**src/verilog/bps_pkg.sv**
```systemverilog
// Purpose: shared constants and types for the ballast protection sequencer
// Assumes: comparator outputs arrive as asynchronous digital levels
// Notes:   hysteresis figures are kept for reference; comparators apply them
package bps_pkg;
  localparam int unsigned BPS_CLK_HZ          = 25000000;
  localparam int unsigned BPS_GATE_DEAD_NS    = 400;
  localparam int unsigned BPS_GATE_DEAD_CYC   =
    (BPS_GATE_DEAD_NS * (BPS_CLK_HZ / 1000000) + 999) / 1000;
  localparam int unsigned BPS_HALF_PERIOD_NS  = 10000;
  localparam int unsigned BPS_HALF_PERIOD_CYC =
    (BPS_HALF_PERIOD_NS * (BPS_CLK_HZ / 1000000)) / 1000;
  localparam int unsigned BPS_CNT_W           = 16;
  localparam int unsigned BPS_BUS_HYST_MV     = 2000;
  localparam int unsigned BPS_SD_HYST_MV      = 150;

  typedef enum logic [2:0] {
    BPS_ST_OFF     = 3'b000,
    BPS_ST_STARTUP = 3'b001,
    BPS_ST_PREHEAT = 3'b011,
    BPS_ST_IGNITE  = 3'b010,
    BPS_ST_RUN     = 3'b110,
    BPS_ST_FAULT   = 3'b111
  } bps_state_t;

  typedef struct packed {
    logic supply_ok;
    logic bus_ok;
    logic shutdown_hi;
    logic preheat_end;
    logic ignite_end;
    logic cs_pos_trip;
    logic cs_neg_trip;
  } bps_sense_t;
endpackage

```
**src/verilog/bps_top.sv**
```systemverilog
// Purpose: protection and restart sequencing for a ballast half-bridge controller
// Assumes: inputs are comparator levels with hysteresis already applied
// Notes:   one clock; gate outputs alternate with a fixed dead band
`timescale 1ns/1ps
`default_nettype none
module bps_top
  import bps_pkg::*;
#(
  parameter int unsigned HALF_CYC = BPS_HALF_PERIOD_CYC,
  parameter int unsigned DEAD_CYC = BPS_GATE_DEAD_CYC
) (
  input  wire logic mclk_in,
  input  wire logic rst_b_in,
  input  wire logic supply_ok_in,
  input  wire logic bus_voltage_sense_in,
  input  wire logic lamp_shutdown_sense_in,
  input  wire logic preheat_timing_node_in,
  input  wire logic ignite_end_in,
  input  wire logic overcurrent_level_set_in,
  input  wire logic cs_neg_trip_in,
  output logic      high_side_gate_out,
  output logic      low_side_gate_out,
  output logic      osc_enable_out,
  output logic      micropower_out,
  output logic      preheat_hold_out,
  output logic      run_resistor_on_out,
  output logic      fault_latch_out
);
  logic       rst_s1_q, rst_s2_q;
  logic [6:0] s1_q, s2_q;
  bps_sense_t sn;
  bps_state_t state_q;
  logic       fault_q, pos_arm_q, neg_arm_q, sd_prev_q, lo_prev_q;
  logic       phase_q, restart_q;
  logic [BPS_CNT_W-1:0] cnt_q;
  logic       running, lo_fall, trip, live;

  always_ff @(posedge mclk_in or negedge rst_b_in) begin
    if (!rst_b_in) begin
      rst_s1_q <= 1'b0;
      rst_s2_q <= 1'b0;
    end else begin
      rst_s1_q <= 1'b1;
      rst_s2_q <= rst_s1_q;
    end
  end

  // Two-stage sync for all comparator levels
  always_ff @(posedge mclk_in or negedge rst_s2_q) begin
    if (!rst_s2_q) begin
      s1_q <= 7'h00;
      s2_q <= 7'h00;
    end else begin
      s1_q <= {supply_ok_in, bus_voltage_sense_in, lamp_shutdown_sense_in,
               preheat_timing_node_in, ignite_end_in, overcurrent_level_set_in,
               cs_neg_trip_in};
      s2_q <= s1_q;
    end
  end
  // Bus comparator input already carries its 2 V band, so a plain level suffices
  assign sn = bps_sense_t'(s2_q);

  assign running = (state_q != BPS_ST_OFF) && (state_q != BPS_ST_FAULT);
  // Latched fault cuts drive on the very edge it shows, not one later
  assign live    = running && !fault_q;
  assign lo_fall = lo_prev_q && !low_side_gate_out;
  // Checked each switching cycle; one bad cycle is enough
  assign trip = (pos_arm_q && sn.cs_pos_trip) ||
                (neg_arm_q && lo_fall && sn.cs_neg_trip);

  always_ff @(posedge mclk_in or negedge rst_s2_q) begin
    if (!rst_s2_q) begin
      sd_prev_q <= 1'b0;
      lo_prev_q <= 1'b0;
    end else begin
      sd_prev_q <= sn.shutdown_hi;
      lo_prev_q <= low_side_gate_out;
    end
  end

  // Fault latch; clears take priority since the device is held off anyway
  always_ff @(posedge mclk_in or negedge rst_s2_q) begin
    if (!rst_s2_q) begin
      fault_q <= 1'b0;
    end else if (sn.shutdown_hi || !sn.supply_ok) begin
      fault_q <= 1'b0;
    end else if (running && trip) begin
      fault_q <= 1'b1;
    end
  end

  // Internal restart pulse when shutdown sense falls back low
  always_ff @(posedge mclk_in or negedge rst_s2_q) begin
    if (!rst_s2_q) begin
      restart_q <= 1'b0;
    end else begin
      restart_q <= sd_prev_q && !sn.shutdown_hi;
    end
  end

  always_ff @(posedge mclk_in or negedge rst_s2_q) begin
    if (!rst_s2_q) begin
      state_q <= BPS_ST_OFF;
    end else if (fault_q) begin
      state_q <= BPS_ST_FAULT;
    end else if (sn.shutdown_hi || !sn.supply_ok || !sn.bus_ok || restart_q ||
                 (sd_prev_q && !sn.shutdown_hi)) begin
      // Cause and pulse both hold OFF, so no stray start slips in ahead of the pulse
      state_q <= BPS_ST_OFF;
    end else begin
      case (state_q)
        BPS_ST_OFF: begin
          if (sn.supply_ok && sn.bus_ok && !sn.shutdown_hi) begin
            state_q <= BPS_ST_STARTUP;
          end
        end
        BPS_ST_STARTUP: state_q <= BPS_ST_PREHEAT;
        BPS_ST_PREHEAT: begin
          if (sn.preheat_end) begin
            state_q <= BPS_ST_IGNITE;
          end
        end
        BPS_ST_IGNITE: begin
          if (sn.ignite_end) begin
            state_q <= BPS_ST_RUN;
          end
        end
        BPS_ST_RUN:   state_q <= BPS_ST_RUN;
        BPS_ST_FAULT: state_q <= BPS_ST_OFF;
        default:      state_q <= BPS_ST_OFF;
      endcase
    end
  end

  // Arming follows mode; leaving to OFF clears both
  always_ff @(posedge mclk_in or negedge rst_s2_q) begin
    if (!rst_s2_q) begin
      pos_arm_q <= 1'b0;
      neg_arm_q <= 1'b0;
    end else if (!running) begin
      pos_arm_q <= 1'b0;
      neg_arm_q <= 1'b0;
    end else begin
      pos_arm_q <= (state_q == BPS_ST_IGNITE) || (state_q == BPS_ST_RUN);
      neg_arm_q <= (state_q == BPS_ST_RUN);
    end
  end

  // Fixed oscillator: half period, with dead band at start of each half
  always_ff @(posedge mclk_in or negedge rst_s2_q) begin
    if (!rst_s2_q) begin
      cnt_q   <= '0;
      phase_q <= 1'b0;
    end else if (!running) begin
      cnt_q   <= '0;
      phase_q <= 1'b0;
    end else if (cnt_q >= BPS_CNT_W'(HALF_CYC - 1)) begin
      cnt_q   <= '0;
      phase_q <= !phase_q;
    end else begin
      cnt_q   <= cnt_q + 1'b1;
    end
  end

  // Gates forced low whenever not live
  always_ff @(posedge mclk_in or negedge rst_s2_q) begin
    if (!rst_s2_q) begin
      high_side_gate_out <= 1'b0;
      low_side_gate_out  <= 1'b0;
    end else begin
      high_side_gate_out <= live && phase_q && (cnt_q >= BPS_CNT_W'(DEAD_CYC));
      low_side_gate_out  <= live && !phase_q && (cnt_q >= BPS_CNT_W'(DEAD_CYC));
    end
  end

  // Mode status pins
  always_ff @(posedge mclk_in or negedge rst_s2_q) begin
    if (!rst_s2_q) begin
      osc_enable_out      <= 1'b0;
      micropower_out      <= 1'b1;
      preheat_hold_out    <= 1'b0;
      run_resistor_on_out <= 1'b0;
    end else begin
      osc_enable_out      <= live;
      micropower_out      <= !live;
      preheat_hold_out    <= live &&
                             ((state_q == BPS_ST_STARTUP) || (state_q == BPS_ST_PREHEAT));
      run_resistor_on_out <= live && (state_q == BPS_ST_RUN);
    end
  end

  always_ff @(posedge mclk_in or negedge rst_s2_q) begin
    if (!rst_s2_q) begin
      fault_latch_out <= 1'b0;
    end else begin
      fault_latch_out <= fault_q;
    end
  end
endmodule
`default_nettype wire

```
**config.mk**
```make
export PLATFORM = sky130hd
export DESIGN_NAME = bps_top
export DESIGN_NICKNAME = d
export VERILOG_FILES = /design/src/verilog/bps_pkg.sv /design/src/verilog/bps_top.sv
export SDC_FILE = /design/constraint.sdc
export NUM_CORES = 1
export LEC_CHECK = 0
export ABC_AREA = 1
export BUFFER_PORTS_ARGS = -buffer_cell sky130_fd_sc_hd__buf_2
export CAP_MARGIN = 0
export CELL_PAD_IN_SITES_DETAIL_PLACEMENT = 0
export CELL_PAD_IN_SITES_GLOBAL_PLACEMENT = 2
export CORE_UTILIZATION = 40
export CTS_BUF_LIST = sky130_fd_sc_hd__clkbuf_8
export DETAILED_ROUTE_END_ITERATION = 10
export HOLD_SLACK_MARGIN = 0.06
export PLACE_DENSITY = 0.91
export SYNTH_ARGS = -nofsm -noshare
export SYNTH_HDL_FRONTEND = slang
export SYNTH_SLANG_ARGS = --single-unit
```
**constraint.sdc**
```tcl
create_clock -name mclk_in -period 1.7 [get_ports mclk_in]
set_input_delay 0.17 -clock mclk_in [delete_from_list [all_inputs] [get_ports mclk_in]]
set_output_delay 0.17 -clock mclk_in [all_outputs]
set_load 0.02 [all_outputs]
```
==> out/qor.csv <==
metric;value;unit
outcome;complete, no violations;
arrival;1.52;ns
finalSetupTns;0;ns
num-nets-final;215;
ir_drop;0.000515;V
p_leak;1.07;nW
met2_usage;21.1;%
clkLatencyLatePin;0.31;ns
power_per_cell_area;925;nW/um2
finalHoldViolations;0;
preCtsSetupSlack;0.425;ns
yosys.cell_count.top_type;dfrtp_1;
synth_cells;162;
placementRows;24;
combPwrFrac;3.7;%
seqCellArea;1230;um2
yosysUniqueCellTypes;24;
multi_input_comb_area;531;um2
ioPinCount;16;
drt_iter0_markers;34;
tightestPinTransition;0.502;ns
diodes;0;
slew_viol_final;0;
dpl_cell_area;2000;um2
crit_type;register to register;
synth_adder_area_share;2.77;%
grt.busiest_layer;met2;
met1_usage;14.3;%
power;2.01;mW
drive_above_1_share;20.2;%
seq_power_share;61.0;%
place.gp.congestion;0.750;
synthSimpleGateAreaFrac;21.1;%
crit_path_end_kind;register;
synth_top_family_by_area;simple AND/OR/NAND/NOR gates;
grtUsageTotal;12.8;%
dp.cells;239;
setup_violations;0;
slew_headroom;66.5;%
gr-total-overflow;0;
cp_max_fo;8;
internal_power;1.54;mW
grt_pass1_wl;4.69;mm
cts.repair.resized;0;
htreeDepth;2;
grt_use_met3;6.25;%
netlist_top_cells_area;dfrtp_1 (67%), nor2_1 (5.8%), nand2_1 (5.6%);
fin_skew;0.0115;ns
async_flop_share;100;%
rr_startpoint;cnt_q[1];
timing.final.ws_setup;0.417;ns
finalCoreUtilization;49.9;%
antenna_found_initial;0;
clock.fmax;780;MHz
nFillCells;396;
synth_edf_count;0;
crit_path_start_kind;register;
netlist_area;1810;um2
synth-warning-count;0;
wl_per_cell;10.0;um
first_pass_iters;4;
synth_common_cells;dfrtp_1 (48), nor2_1 (28), nand2_1 (27), inv_1 (17), nand3_1 (8);
rsz0062_at_grt;no;
area_delta_synth_final;20.4;%
clockRootBuffer;clkbuf_8;
die-area;4790;um2
crit_start;cnt_q[1];
hold_path_class;input port to async pin;
drt-total-wl;2.55;mm
synth_top_area_share;66.5;%
avgSynthCellArea;11.1;um2
synth-compound-area-share;1.18;%
fp.dieW;69.2;um
synth_seq_cells;49;
drc;0;
cts_tree;built;
ys_seq_area_share;68.0;%
cts_buffer_depth;2;
synth_mux_area_share;0;%
viasPerCell;4.33;
dieHeight;69.2;um
cp.required;1.94;ns
start_util;41.5;%
swShare;23.2;%
num_vias;1104;
path_clk_slew;0.10;ns
grt_max_degree;25;
maxCapViolCount;0;
clock-sinks;49;
clockPowerShare;35.3;%
grt_pass1_vias;1106;
hold_slack;0.158;ns
fin_area;2170;um2
fin_crit_sh;75.5;%
fin_crit;1.28;ns
core_area;4350;um2
dpl.hpwl;1.89;mm
netSwitchingPower;0.465;mW
drtAntennaViolNets;0;
synthXorXnorAreaFrac;2.43;%
portBuffers;15;
cts_buffers;5;
synth_flop_cell;dfrtp_1;
synth_top_area_cell;dfrtp_1;
fin_cells;255;
-- final timing paths --
| kind | endpoint | slack [ns] | cells after the start |
|---|---|---|---|
| max | cnt_q[5] | 0.42 | 6 |
| min | rst_s1_q | 0.16 | 2 |
| max reg2reg | cnt_q[5] | 0.42 | 6 |
| min reg2reg | s2_q[6] | 0.23 | 0 |
| max in group asynchronous | s1_q[1] | 0.90 | 1 |
| min in group mclk_in | s2_q[6] | 0.35 | 0 |
-- metal layers --
layer	vias to the layer above	share of wire (%)
met5	-	0
met1	510	43
met4	0	1.6
met2	24	50
met3	4	5.2
li1	566	-
-- cells by family (layout without fill, tap and decap cells) --
family                   after synthesis  after routing
flip-flops                            49             49
other                                  2              9
AO/OA/AOI/OAI                          3              3
XOR/XNOR                               5              5
adder cells (fa/ha/maj)                4              4
buffers and inverters                 19             53
AND/OR/NAND/NOR                       80             80
-- worst max-delay path, stage by stage (launching register included) --
cell,delay (ns)
dfrtp_1,0.41
inv_1,0.10
ha_1,0.19
nand3b_1,0.17
nand2_2,0.11
nand3_4,0.12
nor2_2,0.13
-- flip-flops by register name, summed over array words and instances (netlist names), 3 cells and up --
signal and count:
cnt_q 16, s1_q 7, s2_q 7, state_q 3
-- power groups by stage --
stage / Sequential [mW] / Combinational (mW) / Clock, mW
2_1_floorplan: 1.26 / 0.0246 / 0
3_3_place_gp: 1.25 / 0.0609 / 0
3_5_place_dp: 1.25 / 0.0627 / 0
4_1_cts: 1.23 / 0.0768 / 0.740
5_1_grt: 1.23 / 0.0857 / 0.791
6_report: 1.23 / 0.0749 / 0.709
-- area by class of cell --
cell class,count,share of cell area [%]
clock buffer,5,3.17
clock inverter,3,1.32
sequential,49,56.5
inverter,19,3.40
tap,52,2.99
multi-input combinational,101,24.4
timing repair buffer,26,8.18
-- repair_timing --
| item | in CTS | in global routing |
|---|---|---|
| hold endpoints to repair | 9 | 0 |
| hold buffers | 8 | 0 |
| setup buffers | 0 | 0 |
-- placed cells by master (no fill, tap or decap), types with 4 or more instances in the layout --
master / Yosys / routed
buf_2: 0 / 15
nand2_1: 27 / 27
ha_1: 4 / 4
inv_1: 17 / 17
dlygate4sd3_1: 0 / 8
dfrtp_1: 48 / 47
clkbuf_8: 0 / 5
nor2_1: 28 / 28
conb_1: 2 / 9
nand3_1: 8 / 8
nand4_1: 4 / 4
Note: power is estimated with default switching activity, not from simulation.
